## config.mk

```make
export PLATFORM = sky130hd
export DESIGN_NAME = spfc_core
export DESIGN_NICKNAME = d
export VERILOG_FILES = /design/src/hw/spfc_pkg.sv /design/src/hw/spfc_pfx_if.sv /design/src/hw/spfc_pfx_dec.sv /design/src/hw/spfc_core.sv
export SDC_FILE = /design/constraint.sdc
export NUM_CORES = 1
export LEC_CHECK = 0
export ABC_AREA = 1
export BUFFER_PORTS_ARGS = -buffer_cell sky130_fd_sc_hd__buf_2
export CAP_MARGIN = 25
export CORE_ASPECT_RATIO = 1.4
export CORE_MARGIN = 3
export CORE_UTILIZATION = 45
export CTS_BUF_LIST = sky130_fd_sc_hd__clkbuf_16
export DETAILED_ROUTE_END_ITERATION = 10
export PLACE_DENSITY = 0.68
export SLEW_MARGIN = 40
export SYNTH_ARGS = -nofsm -noshare
export SYNTH_HDL_FRONTEND = slang
export SYNTH_SLANG_ARGS = --single-unit
```

## constraint.sdc

```tcl
create_clock -name clk_in -period 2.3 [get_ports clk_in]
set_input_delay 0.345 -clock clk_in [delete_from_list [all_inputs] [get_ports clk_in]]
set_output_delay 0.345 -clock clk_in [all_outputs]
set_load 0.005 [all_outputs]
```

## src/hw/spfc_pkg.sv

```systemverilog
package spfc_pkg;
  // prefix byte values
  localparam logic [7:0] PFX_ADDR_SIZE = 8'h67;
  localparam logic [7:0] PFX_OPND_SIZE = 8'h66;
  localparam logic [7:0] PFX_SEG_CS    = 8'h2e;
  localparam logic [7:0] PFX_SEG_SS    = 8'h36;
  localparam logic [7:0] PFX_SEG_DS    = 8'h3e;
  localparam logic [7:0] PFX_SEG_ES    = 8'h26;
  localparam logic [7:0] PFX_SEG_FS    = 8'h64;
  localparam logic [7:0] PFX_SEG_GS    = 8'h65;
  localparam logic [7:0] PFX_REP       = 8'hf3;
  localparam logic [7:0] PFX_REPNE     = 8'hf2;
  localparam logic [7:0] PFX_LOCK      = 8'hf0;
  localparam logic [7:0] NUMERIC_VECTOR = 8'h10;
  localparam logic [7:0] INVALID_OPCODE_VECTOR = 8'h06;
  localparam logic [7:0] PAGE_FAULT_VECTOR = 8'h0e;
  localparam logic [7:0] SEG_NP_VECTOR = 8'h0b;
  localparam logic [7:0] LIMIT_VECTOR = 8'h0d;
  localparam int unsigned FEATURE_BIT = 25;
  localparam logic [31:0] FEATURE_LEAF = 32'h0000_0001;
  localparam int unsigned WIDE_REGS_LEGACY = 8;
  localparam int unsigned WIDE_REGS_LONG = 16;
  localparam int unsigned WIDE_REG_W = 128;
  localparam int unsigned SP_LANES = 4;
  localparam int unsigned CSR_W = 32;
  localparam logic [31:0] CSR_RESET = 32'h0000_1f80;
  localparam logic [31:0] CSR_WR_MASK = 32'h0000_ffff;
  localparam int unsigned PKREG_N = 8;
  localparam int unsigned FP_REG_W = 80;
  localparam logic [1:0] TAG_VALID = 2'h0;
  localparam logic [1:0] TAG_EMPTY = 2'h3;
  localparam logic [15:0] EXP_ONES = 16'hffff;
  // segment selection codes
  localparam logic [2:0] SEG_ES = 3'h0;
  localparam logic [2:0] SEG_CS = 3'h1;
  localparam logic [2:0] SEG_SS = 3'h2;
  localparam logic [2:0] SEG_DS = 3'h3;
  localparam logic [2:0] SEG_FS = 3'h4;
  localparam logic [2:0] SEG_GS = 3'h5;
  // reserved prefix policy: 0 ignore, 1 fault
  localparam logic RESERVED_FAULTS = 1'b0;

  typedef enum logic [1:0] {
    SPFC_IDLE  = 2'b00,
    SPFC_CHECK = 2'b01,
    SPFC_DONE  = 2'b11,
    SPFC_WAIT  = 2'b10
  } spfc_state_t;
endpackage

```

## src/hw/spfc_pfx_if.sv

```systemverilog
`timescale 1ns/100ps
interface spfc_pfx_if;
  logic [7:0] pfx_byte;
  logic       pfx_valid;
  logic       has_mem;
  logic       lock_seen;
  logic       addr_ovr;
  logic       seg_ovr;
  logic [2:0] seg_sel;
  logic       reserved_seen;
  modport decoder (input pfx_byte, pfx_valid, has_mem,
                   output lock_seen, addr_ovr, seg_ovr, seg_sel,
                   reserved_seen);
  modport core (output pfx_byte, pfx_valid, has_mem,
                input lock_seen, addr_ovr, seg_ovr, seg_sel,
                reserved_seen);
endinterface

```

## src/hw/spfc_pfx_dec.sv

```systemverilog
`timescale 1ns/100ps
module spfc_pfx_dec (
  input  wire logic   clk_in,
  input  wire logic   rst_b_in,
  input  wire logic   ce_in,
  input  wire logic   clear_in,
  spfc_pfx_if.decoder pfx
);
  logic       lock_q;
  logic       addr_q;
  logic       seg_q;
  logic       rsv_q;
  logic [2:0] sel_q;
  logic       is_seg;
  logic       is_rsv;
  logic [2:0] sel_d;

  always_comb begin
    is_seg = 1'b1;
    is_rsv = 1'b0;
    sel_d  = sel_q;
    unique case (pfx.pfx_byte)
      spfc_pkg::PFX_SEG_ES: sel_d = spfc_pkg::SEG_ES;
      spfc_pkg::PFX_SEG_CS: sel_d = spfc_pkg::SEG_CS;
      spfc_pkg::PFX_SEG_SS: sel_d = spfc_pkg::SEG_SS;
      spfc_pkg::PFX_SEG_DS: sel_d = spfc_pkg::SEG_DS;
      spfc_pkg::PFX_SEG_FS: sel_d = spfc_pkg::SEG_FS;
      spfc_pkg::PFX_SEG_GS: sel_d = spfc_pkg::SEG_GS;
      spfc_pkg::PFX_OPND_SIZE,
      spfc_pkg::PFX_REP,
      spfc_pkg::PFX_REPNE: begin
        is_seg = 1'b0;
        is_rsv = 1'b1;
      end
      default: is_seg = 1'b0;
    endcase
  end

  // prefixes accumulate until the opcode clears them
  always_ff @(posedge clk_in or negedge rst_b_in) begin
    if (!rst_b_in) begin
      lock_q <= 1'b0;
      addr_q <= 1'b0;
      seg_q  <= 1'b0;
      rsv_q  <= 1'b0;
      sel_q  <= spfc_pkg::SEG_DS;
    end else if (ce_in) begin
      if (clear_in) begin
        lock_q <= 1'b0;
        addr_q <= 1'b0;
        seg_q  <= 1'b0;
        rsv_q  <= 1'b0;
        sel_q  <= spfc_pkg::SEG_DS;
      end
      // a prefix arriving with the op belongs to the next one: set wins
      if (pfx.pfx_valid) begin
        if (pfx.pfx_byte == spfc_pkg::PFX_LOCK)
          lock_q <= 1'b1;
        if (pfx.pfx_byte == spfc_pkg::PFX_ADDR_SIZE)
          addr_q <= 1'b1;
        if (is_seg) begin
          seg_q <= 1'b1;
          sel_q <= sel_d;
        end
        if (is_rsv)
          rsv_q <= 1'b1;
      end
    end
  end

  // without a memory operand these are reserved, and here simply ignored
  assign pfx.lock_seen     = lock_q;
  assign pfx.addr_ovr      = addr_q & pfx.has_mem;
  assign pfx.seg_ovr       = seg_q & pfx.has_mem;
  assign pfx.seg_sel       = sel_q;
  assign pfx.reserved_seen = rsv_q;
endmodule

```

## src/hw/spfc_core.sv

```systemverilog
// What this block does
// - memory faults use the ordinary fault path
// - no numeric fault of its own
// - pending fp error faults next instruction
// - faulting instruction restarts, no effect first
// - packed registers alias floating-point storage
// - address-size prefix acts only with memory
// - segment override acts only with memory
// - size, repeat, hint prefixes are reserved
// - lock prefix gives invalid-opcode fault
// - feature query leaf 1 sets bit 25
// - eight wide registers, sixteen in 64-bit
// - 32-bit control/status, saved and restored
// - wide register holds four single values
// - usable in every execution mode
`timescale 1ns/100ps
module spfc_core (
  input  wire logic         clk_in,
  input  wire logic         rst_b_in,
  input  wire logic         ce_in,
  input  wire logic [7:0]   pfx_byte_in,
  input  wire logic         pfx_valid_in,
  input  wire logic         op_valid_in,
  input  wire logic         op_has_mem_in,
  input  wire logic         op_writes_in,
  input  wire logic [2:0]   op_dst_in,
  input  wire logic [63:0]  op_result_in,
  input  wire logic         fp_pend_in,
  input  wire logic         numeric_vec_en_in,
  input  wire logic         mem_pf_in,
  input  wire logic         mem_np_in,
  input  wire logic         mem_lim_in,
  input  wire logic         handler_ret_in,
  input  wire logic         query_in,
  input  wire logic [31:0]  query_leaf_in,
  input  wire logic         long_mode_in,
  input  wire logic         csr_wr_in,
  input  wire logic [31:0]  csr_wdata_in,
  input  wire logic         fp_wr_in,
  input  wire logic [2:0]   fp_idx_in,
  input  wire logic [79:0]  fp_wdata_in,
  input  wire logic [2:0]   rd_idx_in,
  output logic              retire_out,
  output logic              fault_out,
  output logic [7:0]        fault_vec_out,
  output logic              numeric_error_pin_out,
  output logic              restart_out,
  output logic              addr_ovr_out,
  output logic              seg_ovr_out,
  output logic [2:0]        seg_sel_out,
  output logic [31:0]       query_edx_out,
  output logic [4:0]        wide_reg_count_out,
  output logic [31:0]       simd_fp_control_status_out,
  output logic              csr_gp_fault_out,
  output logic [79:0]       rd_data_out,
  output logic [1:0]        rd_tag_out,
  output logic [2:0]        fp_tos_out
);
  spfc_pfx_if pfx ();
  spfc_pkg::spfc_state_t state_q;
  logic [79:0] fp_regs_q [spfc_pkg::PKREG_N];
  logic [1:0]  fp_tags_q [spfc_pkg::PKREG_N];
  logic        done_op;
  logic        bad_op;

  // a wide register splits into four single-precision lanes
  localparam int unsigned SP_LANE_W =
    spfc_pkg::WIDE_REG_W / spfc_pkg::SP_LANES;

  assign pfx.pfx_byte  = pfx_byte_in;
  assign pfx.pfx_valid = pfx_valid_in;
  assign pfx.has_mem   = op_has_mem_in;

  spfc_pfx_dec u_dec (
    .clk_in   (clk_in),
    .rst_b_in (rst_b_in),
    .ce_in    (ce_in),
    .clear_in (done_op),
    .pfx      (pfx)
  );

  // decision is pure decode; mode inputs deliberately do not gate it
  assign bad_op = pfx.lock_seen |
                  (spfc_pkg::RESERVED_FAULTS & pfx.reserved_seen);
  assign done_op = op_valid_in & (state_q == spfc_pkg::SPFC_IDLE);

  // pending error holds until the handler returns, then the same op retries
  always_ff @(posedge clk_in or negedge rst_b_in) begin
    if (!rst_b_in) begin
      state_q <= spfc_pkg::SPFC_IDLE;
    end else if (ce_in) begin
      unique case (state_q)
        spfc_pkg::SPFC_IDLE:
          if (op_valid_in && fp_pend_in && !bad_op)
            state_q <= spfc_pkg::SPFC_WAIT;
        spfc_pkg::SPFC_WAIT:
          if (handler_ret_in)
            state_q <= spfc_pkg::SPFC_IDLE;
        // check and done codes are never entered; recover to idle
        default: state_q <= spfc_pkg::SPFC_IDLE;
      endcase
    end
  end

  // fault reporting and retire; nothing commits when any fault fires
  always_ff @(posedge clk_in or negedge rst_b_in) begin
    if (!rst_b_in) begin
      retire_out            <= 1'b0;
      fault_out             <= 1'b0;
      fault_vec_out         <= 8'h00;
      numeric_error_pin_out <= 1'b0;
      restart_out           <= 1'b0;
      addr_ovr_out          <= 1'b0;
      seg_ovr_out           <= 1'b0;
      seg_sel_out           <= spfc_pkg::SEG_DS;
    end else if (ce_in) begin
      retire_out  <= 1'b0;
      fault_out   <= 1'b0;
      restart_out <= 1'b0;
      if (state_q == spfc_pkg::SPFC_WAIT && handler_ret_in) begin
        numeric_error_pin_out <= 1'b0;
        restart_out           <= 1'b1;
      end
      if (done_op) begin
        addr_ovr_out <= pfx.addr_ovr;
        seg_ovr_out  <= pfx.seg_ovr;
        seg_sel_out  <= pfx.seg_sel;
        if (bad_op) begin
          fault_out     <= 1'b1;
          fault_vec_out <= spfc_pkg::INVALID_OPCODE_VECTOR;
        end else if (fp_pend_in) begin
          // only a pending error yields a numeric fault
          fault_out             <= numeric_vec_en_in;
          fault_vec_out         <= spfc_pkg::NUMERIC_VECTOR;
          numeric_error_pin_out <= 1'b1;
        end else if (mem_pf_in) begin
          fault_out     <= 1'b1;
          fault_vec_out <= spfc_pkg::PAGE_FAULT_VECTOR;
        end else if (mem_np_in) begin
          fault_out     <= 1'b1;
          fault_vec_out <= spfc_pkg::SEG_NP_VECTOR;
        end else if (mem_lim_in) begin
          fault_out     <= 1'b1;
          fault_vec_out <= spfc_pkg::LIMIT_VECTOR;
        end else begin
          retire_out <= 1'b1;
        end
      end
    end
  end

  logic commit;
  assign commit = done_op & ~bad_op & ~fp_pend_in & ~mem_pf_in &
                  ~mem_np_in & ~mem_lim_in;

  // shared storage: packed ops write mantissa plus all-ones exponent
  generate
    for (genvar i = 0; i < spfc_pkg::PKREG_N; i++) begin : g_fp
      always_ff @(posedge clk_in or negedge rst_b_in) begin
        if (!rst_b_in) begin
          fp_regs_q[i] <= '0;
          fp_tags_q[i] <= spfc_pkg::TAG_EMPTY;
        end else if (ce_in) begin
          if (commit) begin
            fp_tags_q[i] <= spfc_pkg::TAG_VALID;
            if (op_writes_in && op_dst_in == 3'(i))
              fp_regs_q[i] <= {spfc_pkg::EXP_ONES, op_result_in};
          end else if (fp_wr_in && fp_idx_in == 3'(i)) begin
            fp_regs_q[i] <= fp_wdata_in;
            fp_tags_q[i] <= spfc_pkg::TAG_VALID;
          end
        end
      end
    end
  endgenerate

  // read port lags its select by one cycle
  always_ff @(posedge clk_in or negedge rst_b_in) begin
    if (!rst_b_in) begin
      rd_data_out <= '0;
      rd_tag_out  <= spfc_pkg::TAG_EMPTY;
      fp_tos_out  <= 3'h0;
    end else if (ce_in) begin
      rd_data_out <= fp_regs_q[rd_idx_in];
      rd_tag_out  <= fp_tags_q[rd_idx_in];
      if (commit)
        fp_tos_out <= 3'h0;
    end
  end

  // feature query and register count for the wide extension
  always_ff @(posedge clk_in or negedge rst_b_in) begin
    if (!rst_b_in) begin
      query_edx_out      <= 32'h0;
      wide_reg_count_out <= 5'(spfc_pkg::WIDE_REGS_LEGACY);
    end else if (ce_in) begin
      if (query_in)
        query_edx_out <= (query_leaf_in == spfc_pkg::FEATURE_LEAF) ?
                         (32'h1 << spfc_pkg::FEATURE_BIT) : 32'h0;
      wide_reg_count_out <= long_mode_in ?
        5'(spfc_pkg::WIDE_REGS_LONG) :
        5'(spfc_pkg::WIDE_REGS_LEGACY);
    end
  end

  // control/status word; high half reserved, nonzero write refused
  always_ff @(posedge clk_in or negedge rst_b_in) begin
    if (!rst_b_in) begin
      simd_fp_control_status_out <= spfc_pkg::CSR_RESET;
      csr_gp_fault_out           <= 1'b0;
    end else if (ce_in) begin
      csr_gp_fault_out <= 1'b0;
      if (csr_wr_in) begin
        if ((csr_wdata_in & ~spfc_pkg::CSR_WR_MASK) != 32'h0)
          csr_gp_fault_out <= 1'b1;
        else
          simd_fp_control_status_out <= csr_wdata_in;
      end
    end
  end
endmodule

```

## Yosys cells after proc, flatten, opt, wreduce, memory -nomap -nowiden

Cells that the tools add are included.

- Register bits: 833
- Bits of input ports: 242
- Output and inout port bits: 172
- Logic and storage cells: 231

- Magnitude comparators: 1
- Equal/unequal tests: 35
- Multiplexer cells: 89
- Bitwise logic cells: 15
- Reduce and logical (&&, ||, !) cells: 56

Operator list:

| kind | count |
|---|---|
| 80-bit two-way mux | 26 |
| 80-bit binary-select mux with 3-bit select | 1 |
| 2-bit two-way mux | 20 |
| 8-bit two-way mux | 5 |
| 3-bit AND reduction | 11 |
| 32-bit by 1-bit == test with 1-bit output (second input constant) | 1 |
| 8-bit by 6-bit == test with 1-bit output (second input constant) | 4 |
| 32-bit nonzero test | 1 |
| 1-bit two-way mux | 29 |
| 26-bit two-way mux | 1 |
| 3-bit == test (second input constant) | 8 |
| 8-bit by 7-bit == test with 1-bit output (second input constant) | 3 |
| 2-bit AND reduction | 11 |
| 1-bit logical AND | 19 |
| 2-bit by 1-bit inequality test with 1-bit output (second input constant) | 9 |
| 3-bit one-hot mux with 6 select lines | 1 |
| 2-bit nonzero test | 8 |
| 3-bit by 2-bit == test with 1-bit output (second input constant) | 4 |
| 3-bit two-way mux | 3 |
| 1-bit AND | 8 |
| 8-bit == test (second input constant) | 1 |
| 8-bit inequality test (second input constant) | 1 |
| 2-bit binary-select mux with 3-bit select | 1 |
| 3-bit by 1-bit == test with 1-bit output (second input constant) | 2 |
| other kinds (12) | 18 |

## Depth between registers and ports, before layout

Gate-level depths: netlist (run 1).

- Word-level depth: 9
- Gate-level depth with buffers: 12
- Mapped depth without buffers: 11

## Hierarchy

Synthesis (run 1) repeated with hierarchy kept, for this count alone.

- Cell total of the unflattened synthesis: 5280
- Area total of the unflattened synthesis: 40401.2 um^2

By module, submodules not included:

| module | times used | cells an instance | area an instance (um^2) | sequential area each (um^2) |
|---|---|---|---|---|
| spfc_core | 1 | 5214 | 39947.1 | 19541.2 |
| spfc_pfx_dec | 1 | 66 | 454.2 | 177.7 |

## Least setup slack after synthesis (run 1)

OpenSTA, ideal clock, no wires.

- Path type: input to register
- Start point: input port mem_pf_in
- End point: register fp_regs_q[389] in the netlist's numbering
- Library setup time: 136 ps
- Arrival: 1623 ps
- Required time: 2164 ps
- Slack: 541 ps
- Stages on the path: 9
- Buffers on the path: 2
- Path through: or2_1 nor2_4 nand3_4 a21oi_4 nand2_2 buf_6 buf_2 nand2_1 o21ai_0

- Longest elaborated chain between the ends: 6
- Elaborated cells on any way between the ends: 8
- Those cells by class: eq/ne: 1; mux: 1; bitwise: 4; reduce/logical: 2

RTL lines:

| item | line | source |
|---|---|---|
| start, declared | spfc_core.sv:30 | `input wire logic mem_pf_in,` |
| 1-bit NOT (*) | spfc_core.sv:153 | `assign commit = done_op & ~bad_op & ~fp_pend_in & ~mem_pf_in &` |
| 1-bit AND (*) (2 in series) | spfc_core.sv:153 |  |
| 1-bit AND (*) | spfc_core.sv:154 | `~mem_np_in & ~mem_lim_in;` |
| 2-bit by 1-bit inequality test with 1-bit output (no line) or 2-bit nonzero test (tied branches) | -- |  |
| 3-bit AND reduction (no line) | -- |  |
| end signal, assigned by index | spfc_core.sv:167 | `fp_regs_q[i] <= {spfc_pkg::EXP_ONES, op_result_in};` |
| end signal, assigned by index | spfc_core.sv:169 | `fp_regs_q[i] <= fp_wdata_in;` |
| end, declared | spfc_core.sv:61 | `logic [79:0] fp_regs_q [spfc_pkg::PKREG_N];` |

Mark *: on every way between the ends. The rest lies on a longest branch, timed or not.
A chain may end at the register's enable or synchronous reset.

## Worst setup path in the final report (run 1)

- Start point: input port mem_pf_in
- End point: register fp_regs_q[442] in the netlist's numbering

Same word-level chain as after synthesis.

==> results of run 1 <==
[layout make-up]
cell class                      instances  area, um2
Antenna cell                            2      5.005
Fill cell                            7299      36320
Timing Repair Buffer                  578       4603
Clock buffer                           82       2052
Inverter                              306       1157
Multi-Input combinational cell       3106      13640
Sequential cell                       786      19690
Tap cell                             1054       1319
Clock inverter                         59      431.7
[cells in the mapped netlist (10+ instances only)]
cell	instances	area share
nand2_1	1523	0.16
dfrtp_1	766	0.53
o21ai_0	474	0.066
a21oi_1	462	0.064
nor2_1	364	0.038
inv_1	298	0.031
clkbuf_1	135	0.014
buf_2	94	0.013
o221ai_1	84	0.020
nand3_1	79	0.011
buf_4	76	0.016
o21ai_1	30	0.0042
buf_1	23	0.0024
dfstp_2	20	0.015
o211ai_1	12	0.0025
buf_6	10	0.0031
[worst min-delay path, cell delays in order]
cell and delay, ns:
buf_2 0.13, nand2_1 0.07, nand2_1 0.05, nand2_1 0.05
nand2_1 0.04
[state kept, by name (all words and copies together), names as in the netlist]
register and flops:
wide_reg_count_out 2, query_edx_out 1, numeric_error_pin_out 1, state_q 1, seg_sel_out 3, u_dec.seg_q 1
seg_ovr_out 1, restart_out 1, rd_data_out 80, fp_tags_q 8, u_dec.pfx.lock_seen 1, csr_gp_fault_out 1
fault_out 1, simd_fp_control_status_out 32, fp_regs_q 640, u_dec.pfx.seg_sel 3, u_dec.addr_q 1, addr_ovr_out 1
rd_tag_out 1, fault_vec_out 5, retire_out 1
[worst paths after layout]
check	to	slack, ns	from	cells past startpoint
min in group asynchronous	fp_regs_q[181]$_DFFE_PN0P_	0.18	rst_b_in	2
min	u_dec.pfx.seg_sel[1]$_DFFE_PN1P_	0.06	pfx_valid_in	5
max	fp_regs_q[442]$_DFFE_PN0P_	0.19	mem_pf_in	12
min reg2reg	fp_tags_q[6]$_DFFE_PN1P_	0.44	fp_tags_q[6]$_DFFE_PN1P_	2
max reg2reg	fp_regs_q[442]$_DFFE_PN0P_	0.20	state_q[1]$_DFFE_PN0P_	11
max in group asynchronous	fp_regs_q[290]$_DFFE_PN0P_	1.15	rst_b_in	4
[layer usage]
layer | track usage | vias up | share of wire
met5 | 0 | - | 0.00047
li1 | - | 15060 | -
met4 | 0.09404 | 8 | 0.034
met1 | 0.3411 | 15210 | 0.42
met3 | 0.04519 | 195 | 0.076
met2 | 0.4323 | 1213 | 0.47
[metrics by stage]
step / instance area [um2] / power (W) / util / worst slack [ns] / cells
after floorplan: 36160 / 0.02408 / - / 0.5406 / 4536
after global placement: 40140 / 0.02661 / 0.5067 / 0.1462 / 5803
after detailed placement: 40140 / 0.02695 / 0.5067 / 0.08466 / 5803
after CTS: 42900 / 0.03976 / 0.5415 / 0.1543 / 5971
after global routing: 42900 / 0.04186 / 0.5415 / 0.009146 / 5972
final: 42900 / 0.03943 / 0.5416 / 0.1854 / 5973
[timing repair]
item,4_1_cts,5_1_grt
resized for setup,0,2
endpoints found under the hold margin,343,0
setup endpoints to repair,0,3
hold buffers,27,0
[power by group]
group          switching, W  total [W]  internal [W]
Combinational       0.00450    0.00751       0.00301
Clock               0.00553     0.0127       0.00712
Sequential          0.00162     0.0193        0.0176
[logic make-up after synthesis]
group	after synthesis
simple gates	1995
compound gates	1071
flops	786
buf+inv	644
other cells	1
==> summary.md, run 1 <==
| Metric | Value |
|---|---|
| Critical path type | in -> reg |
| Hold Vio Cnt, Final | 0 |
| Delay-heaviest family, CP | buffers and inverters |
| DIE AREA | about 0.084 mm2 |
| Pin count of the biggest net entering global routing | 101 |
| Share of layout cells above drive strength 1 | 0.1440 |
| Die H | about 340 um |
| Crit. End Element | register |
| Unrepaired setup endpoints after global routing | false |
| Status | completed |
| Worst path slowest cell | dlygate4sd3_1 |
| Synth Area in Adders | 0 |
| Number of max-cap violations | 0 |
| Data required, critical path | 2.82 ns |
| Leak pwr | 22.52 nW |
| Clock latency on the worst-skew pair | 0.63 ns |
| CP Data Arrival Time | 2.64 ns |
| Syn Area/Cell | 8.008 um2 |
| Drt first-iter violations | 2335 |
| Crit-path max cell delay | 0.54 ns |
| Tmin final | about 2.1 ns |
| IO buf count | 373 |
| Simple logic cell fraction of the synthesized area | 0.2134 |
| Xor/xnor cell area share of the yosys netlist | 0 |
| Slew Limit Fails | 0 |
| Crit-path max FO | 35 |
| Post-synthesis mux area share | 0 |
| Largest family of logic cells by synthesized area | simple AND/OR/NAND/NOR gates |
| VDD IR-drop max | about 0.55 mV |
| Total congestion overflow | 0 |
| DPL Wire Length | slightly below 70 mm |
| H-tree depth | 3 |
| Final GP Congestion | 0.8064 |
| WP buf/inv | 5 |
| Pre-Repair DR Iteration Count | 6 |
| Worst Max-Slew Pin Slew | 0.8263 ns |
| Std-Cell Rows | 122 |
| Distinct cell type count after synthesis | 34 |
| Clock buffer depth | 3 |
| Vias in the first global route | 31190 |
| Tot GR Track Use | 0.2595 |
| Commonest cells after routing, fill and taps aside | nand2_1 (1520), dfrtp_1 (766), o21ai_0 (474), a21oi_1 (462), buf_2 (369) |
| Clk_skew | 0.02760 ns |
| Fin Setup TNS | 0 ns |
| DRC errors left | 0 |
| Final hold slack | roughly 0.060 ns |
| Most common cell after layout, fill and taps aside | nand2_1 |
| Wire length per cell | 18.25 um |
| Register area share after synthesis | 0.5469 |
| Mapped Area | 0.03601 mm2 |
| Reg clk slew, reported paths | about 0.06 ns |
| Nets | 5098 |
| First-pass GRT wire length | 171.6 mm |
| Core area | 0.07922 mm2 |
| Total I/O pin count | 414 |
| Post-synth EDFFs | 0 |
| Power per cell area | 919.0 mW/mm2 |
| Routed vias | 31690 |
| Compound-Gate Fraction of Synth Area | 0.1592 |
| CTS tree | yes |
| Crit-path most repeated cell | buf_4 |
| # setup viols final | 0 |
| Setup repair bufs after CTS | 0 |
| Post-synth ARST share | 1.000 |
| CP Launch Type | input port |
| Vias per cell | 5.305 |
| Peak Freq | 0.4729 GHz |
| Die X | roughly 250 um |
| Primary FF master, synth | dfrtp_1 |
| Hold WC Path Type | in -> reg |
| CTS Buf Count | 78 |
| Crit path cell chain | dlygate4sd3_1 -> buf_2 -> or2_1 -> nor2_4 -> nand3_4 -> buf_4 -> a21oi_1 -> buf_4 -> nand2_4 -> buf_4 -> nand2_1 -> nand2_1 |
| Yosys Warn Count | 0 |
| Final wirelength | 109.0 mm |
| Post-synthesis cell count | 4497 |
| Part of the cycle the worst path needs | 0.9194 |
| Yosys reg bits | roughly 800 |
| Slew HR | 0.4492 |
| Number of clock sinks | 786 |
| Initial antenna violation count | 6 |
| Initial Util | 0.4546 |
| Post-route ant nets | 0 |
| Clk root buf | clkbuf_16 |
| Area Overhead vs Synth | 19.13% |
Note: power is estimated with default switching activity, not from simulation.
==> run 2, diff against run 1 <==
- CELL_PAD_IN_SITES_DETAIL_PLACEMENT: default -> 0
- CELL_PAD_IN_SITES_GLOBAL_PLACEMENT: default -> 1
- CORE_UTILIZATION: 45 -> 44
- PLACE_DENSITY: 0.68 -> 0.84
==> run 2 against run 1 <==
Against the previous run: power is 1.9% higher; clock-buffer cell count up 3; final area increased by 0.22%; largest power group unchanged; highest routed layer unchanged.
==> summary.md, run 2 (synthesized netlist as in run 1, its figures left out) <==
| Metric | Value |
|---|---|
| CTS Buf Count | 81 (+3.8%) |
| Seq pwr share | 0.479 (-0.010) |
| Max reg flops | 640 (unchanged) |
| Vias in the first global route | 30590 (-1.9%) |
| Total I/O pin count | 414 (unchanged) |
| H-tree depth | 3 (unchanged) |
| Commonest cells after routing, fill and taps aside | nand2_1 (1521), dfrtp_1 (766), o21ai_0 (474), a21oi_1 (462), buf_2 (369) |
| CP Data Arrival Time | 2.69 ns (+0.05 ns) |
| Wire length per cell | 18.51 um (+1.4%) |
| Crit-path max FO | 31 (-11%) |
| Worst path slowest cell | buf_4 |
| VDD IR-drop max | 0.6223 mV (+13%) |
| Clk_skew | 0.02108 ns (-0.006519 ns) |
| Slew Limit Fails | 0 (unchanged) |
| Power per cell area | 934.5 mW/mm2 (+1.7%) |
| Crit-path most repeated cell | nand2_1 |
| Final wirelength | 110.4 mm (+1.3%) |
| Setup crit start | state_q[1]$_DFFE_PN0P_ |
| Switch share | 0.2916 (-0.003994) |
| Status | completed |
| Final GP Congestion | 0.8004 (-0.74%) |
| IO buf count | 373 (unchanged) |
| Min-Delay Endpoint | fault_out$_DFFE_PN0P_ |
| Comb power frac | 0.187 (-0.003) |
| CTS tree | yes |
| Fillers | 7671 (+5.1%) |
| Largest regs | fp_regs_q x640, rd_data_out x80, simd_fp_control_status_out x32 |
| Pin count of the biggest net entering global routing | 99 (-2.0%) |
| Pre-Repair DR Iteration Count | 5 (-1) |
| Tmin final | 2.132 ns (+0.01759 ns) |
| Core area | 0.08080 mm2 (+2.0%) |
| Hold path startpoint | numeric_vec_en_in |
| Crit path cell chain | inv_1 -> nand2_1 -> inv_1 -> nand3_4 -> inv_4 -> nand2_1 -> nand2_4 -> buf_4 -> nand2_1 -> nand2_1 |
| Unrepaired setup endpoints after global routing | false |
| Top register by number of flip-flops | fp_regs_q |
| Clk root buf | clkbuf_16 |
| Total congestion overflow | 0 (unchanged) |
| Post-route ant nets | 0 (unchanged) |
| Dpl cells | 5792 (-0.19%) |
| Routed vias | 31200 (-1.5%) |
| Clock buffer depth | 3 (unchanged) |
| Most common cell after layout, fill and taps aside | nand2_1 |
| Part of the cycle the worst path needs | 0.9270 (+0.007649) |
| Crit. End Element | register |
| Pwr Total | 0.04018 W (+1.9%) |
| Number of clock sinks | 786 (unchanged) |
| Die H | 344.5 um (+1.1%) |
| Hold Path Depth | 3 (-2) |
| DIE AREA | 0.08536 mm2 (+2.2%) |
| CP Launch Type | register |
| Clock Power Share | 0.334 (+0.013) |
| Internal Dissipation | 0.02846 W (+2.5%) |
| Peak Freq | 0.4690 GHz (-0.83%) |
| Post-Layout Cell Count | 5965 (-0.13%) |
| RR Endpoint | fp_regs_q[620]$_DFFE_PN0P_ |
| Initial antenna violation count | 4 (-2) |
| Vias per cell | 5.230 (-1.4%) |
| Data required, critical path | 2.86 ns (+0.04 ns) |
| Area of the multi-input gates | 0.01364 mm2 (about the same) |
| Die X | 247.8 um (+1.1%) |
| Reg-to-Reg Start | state_q[1]$_DFFE_PN0P_ |
| Crit-path max cell delay | 0.47 ns (-0.07 ns) |
| Share of layout cells above drive strength 1 | 0.1416 (-0.002386) |
| R2R cell count | 10 (-1) |
| Reg2Reg Setup Slack | 0.17 ns (-0.03 ns) |
| Number of max-cap violations | 0 (unchanged) |
| Initial Util | 0.4457 (-0.008849) |
| Critical path type | reg -> reg |
| DRC errors left | 0 (unchanged) |
| DPL Wire Length | 69.17 mm (+1.6%) |
| Area Overhead vs Synth | 19.39% |
| First-pass GRT wire length | 174.0 mm (+1.4%) |
| Setup repair bufs after CTS | 0 (unchanged) |
| Leak pwr | 22.52 nW (about the same) |
| Reg clk slew, reported paths | 0.06 ns (about the same) |
| Hold Vio Cnt, Final | 0 (unchanged) |
| Final hold slack | 0.03755 ns (-0.02250 ns) |
| Storage element area | 0.01969 mm2 (unchanged) |
| Nets | 5080 (-0.35%) |
| Worst Max-Slew Pin Slew | 0.5832 ns (-0.2431 ns) |
| Slew HR | 0.6112 (+0.1621) |
| P_sw | 0.01172 W (+0.53%) |
| Clock latency on the worst-skew pair | 0.63 ns (about the same) |
| Hold WC Path Type | in -> reg |
| Tot GR Track Use | 0.2590 (-0.0005553) |
| Drt first-iter violations | 2542 (+8.9%) |
| Std-Cell Rows | 123 (+0.82%) |
| # setup viols final | 0 (unchanged) |
-- run 2: cell count changes in the layout (fill, tap and decap cells not counted), moves of 3 or more --
cell,before,now
buf_4,91,65
buf_12,88,92
clkinv_4,1,4
bufinv_16,6,10
clkbuf_16,82,85
-- run 2: how the worst max path moves through the flow --
| stage | to | slack [ns] | cells past startpoint |
|---|---|---|---|
| 3_5_place_dp | fp_regs_q[388]$_DFFE_PN0P_ | -0.12 | 10 |
| 6_report | fp_regs_q[620]$_DFFE_PN0P_ | 0.17 | 10 |
| 4_1_cts | fp_regs_q[361]$_DFFE_PN0P_ | 0.007 | 10 |
| 3_3_place_gp | fp_regs_q[374]$_DFFE_PN0P_ | -0.09 | 10 |
| 2_1_floorplan | fp_regs_q[389]$_DFFE_PN0P_ | 0.54 | 9 |
| 5_1_grt | fp_regs_q[600]$_DFFE_PN0P_ | 0.02 | 10 |
-- run 2: per-layer routing --
metal	vias to the layer above	track usage	wire (um)
met5	-	0	21
met4	4	0.06946	2477
met3	164	0.03950	7464
met2	1014	0.4387	53260
met1	14990	0.3471	47170
li1	15020	-	-
-- run 2: what timing repair did --
action / in CTS / in global routing
resized for setup: 0 / 2
hold buffers: 25 / 0
endpoints found under the hold margin: 49 / 0
endpoints found under the setup margin: 0 / 53
-- run 2: area by class of cell --
type                       count  area share
antenna                        2   0.0001164
clock buffer                  85     0.04947
clock inverter                61     0.01260
inverter                     306     0.02692
multi-input combinational   3106      0.3172
sequential                   786      0.4580
tap                         1062     0.03090
timing repair buffer         557      0.1048
-- run 2: stage by stage --
step	setup TNS, ns	cell area (um2)	setup slack, ns	utilization
floorplan	0	36160	0.5406	-
global placement	-3.621	40060	-0.08501	0.4958
detailed placement	-6.468	40060	-0.1189	0.4958
CTS	0	42980	0.007315	0.5320
global route	0	42990	0.01606	0.5321
finish	0	43000	0.1678	0.5322
-- run 2: power groups by stage --
stage | sequential, W | clock [W] | combinational, W
2_1_floorplan | 0.0191 | 0 | 0.00500
3_3_place_gp | 0.0194 | 0 | 0.00728
3_5_place_dp | 0.0194 | 0 | 0.00751
4_1_cts | 0.0193 | 0.0137 | 0.00759
5_1_grt | 0.0197 | 0.0142 | 0.00874
6_report | 0.0193 | 0.0134 | 0.00751
-- run 2: worst max-delay path: cells and delay by family (launching register included) --
kind,cells,cell delay [ns]
buf+inv,4,0.90
simple gates,6,0.74
flops,1,0.40
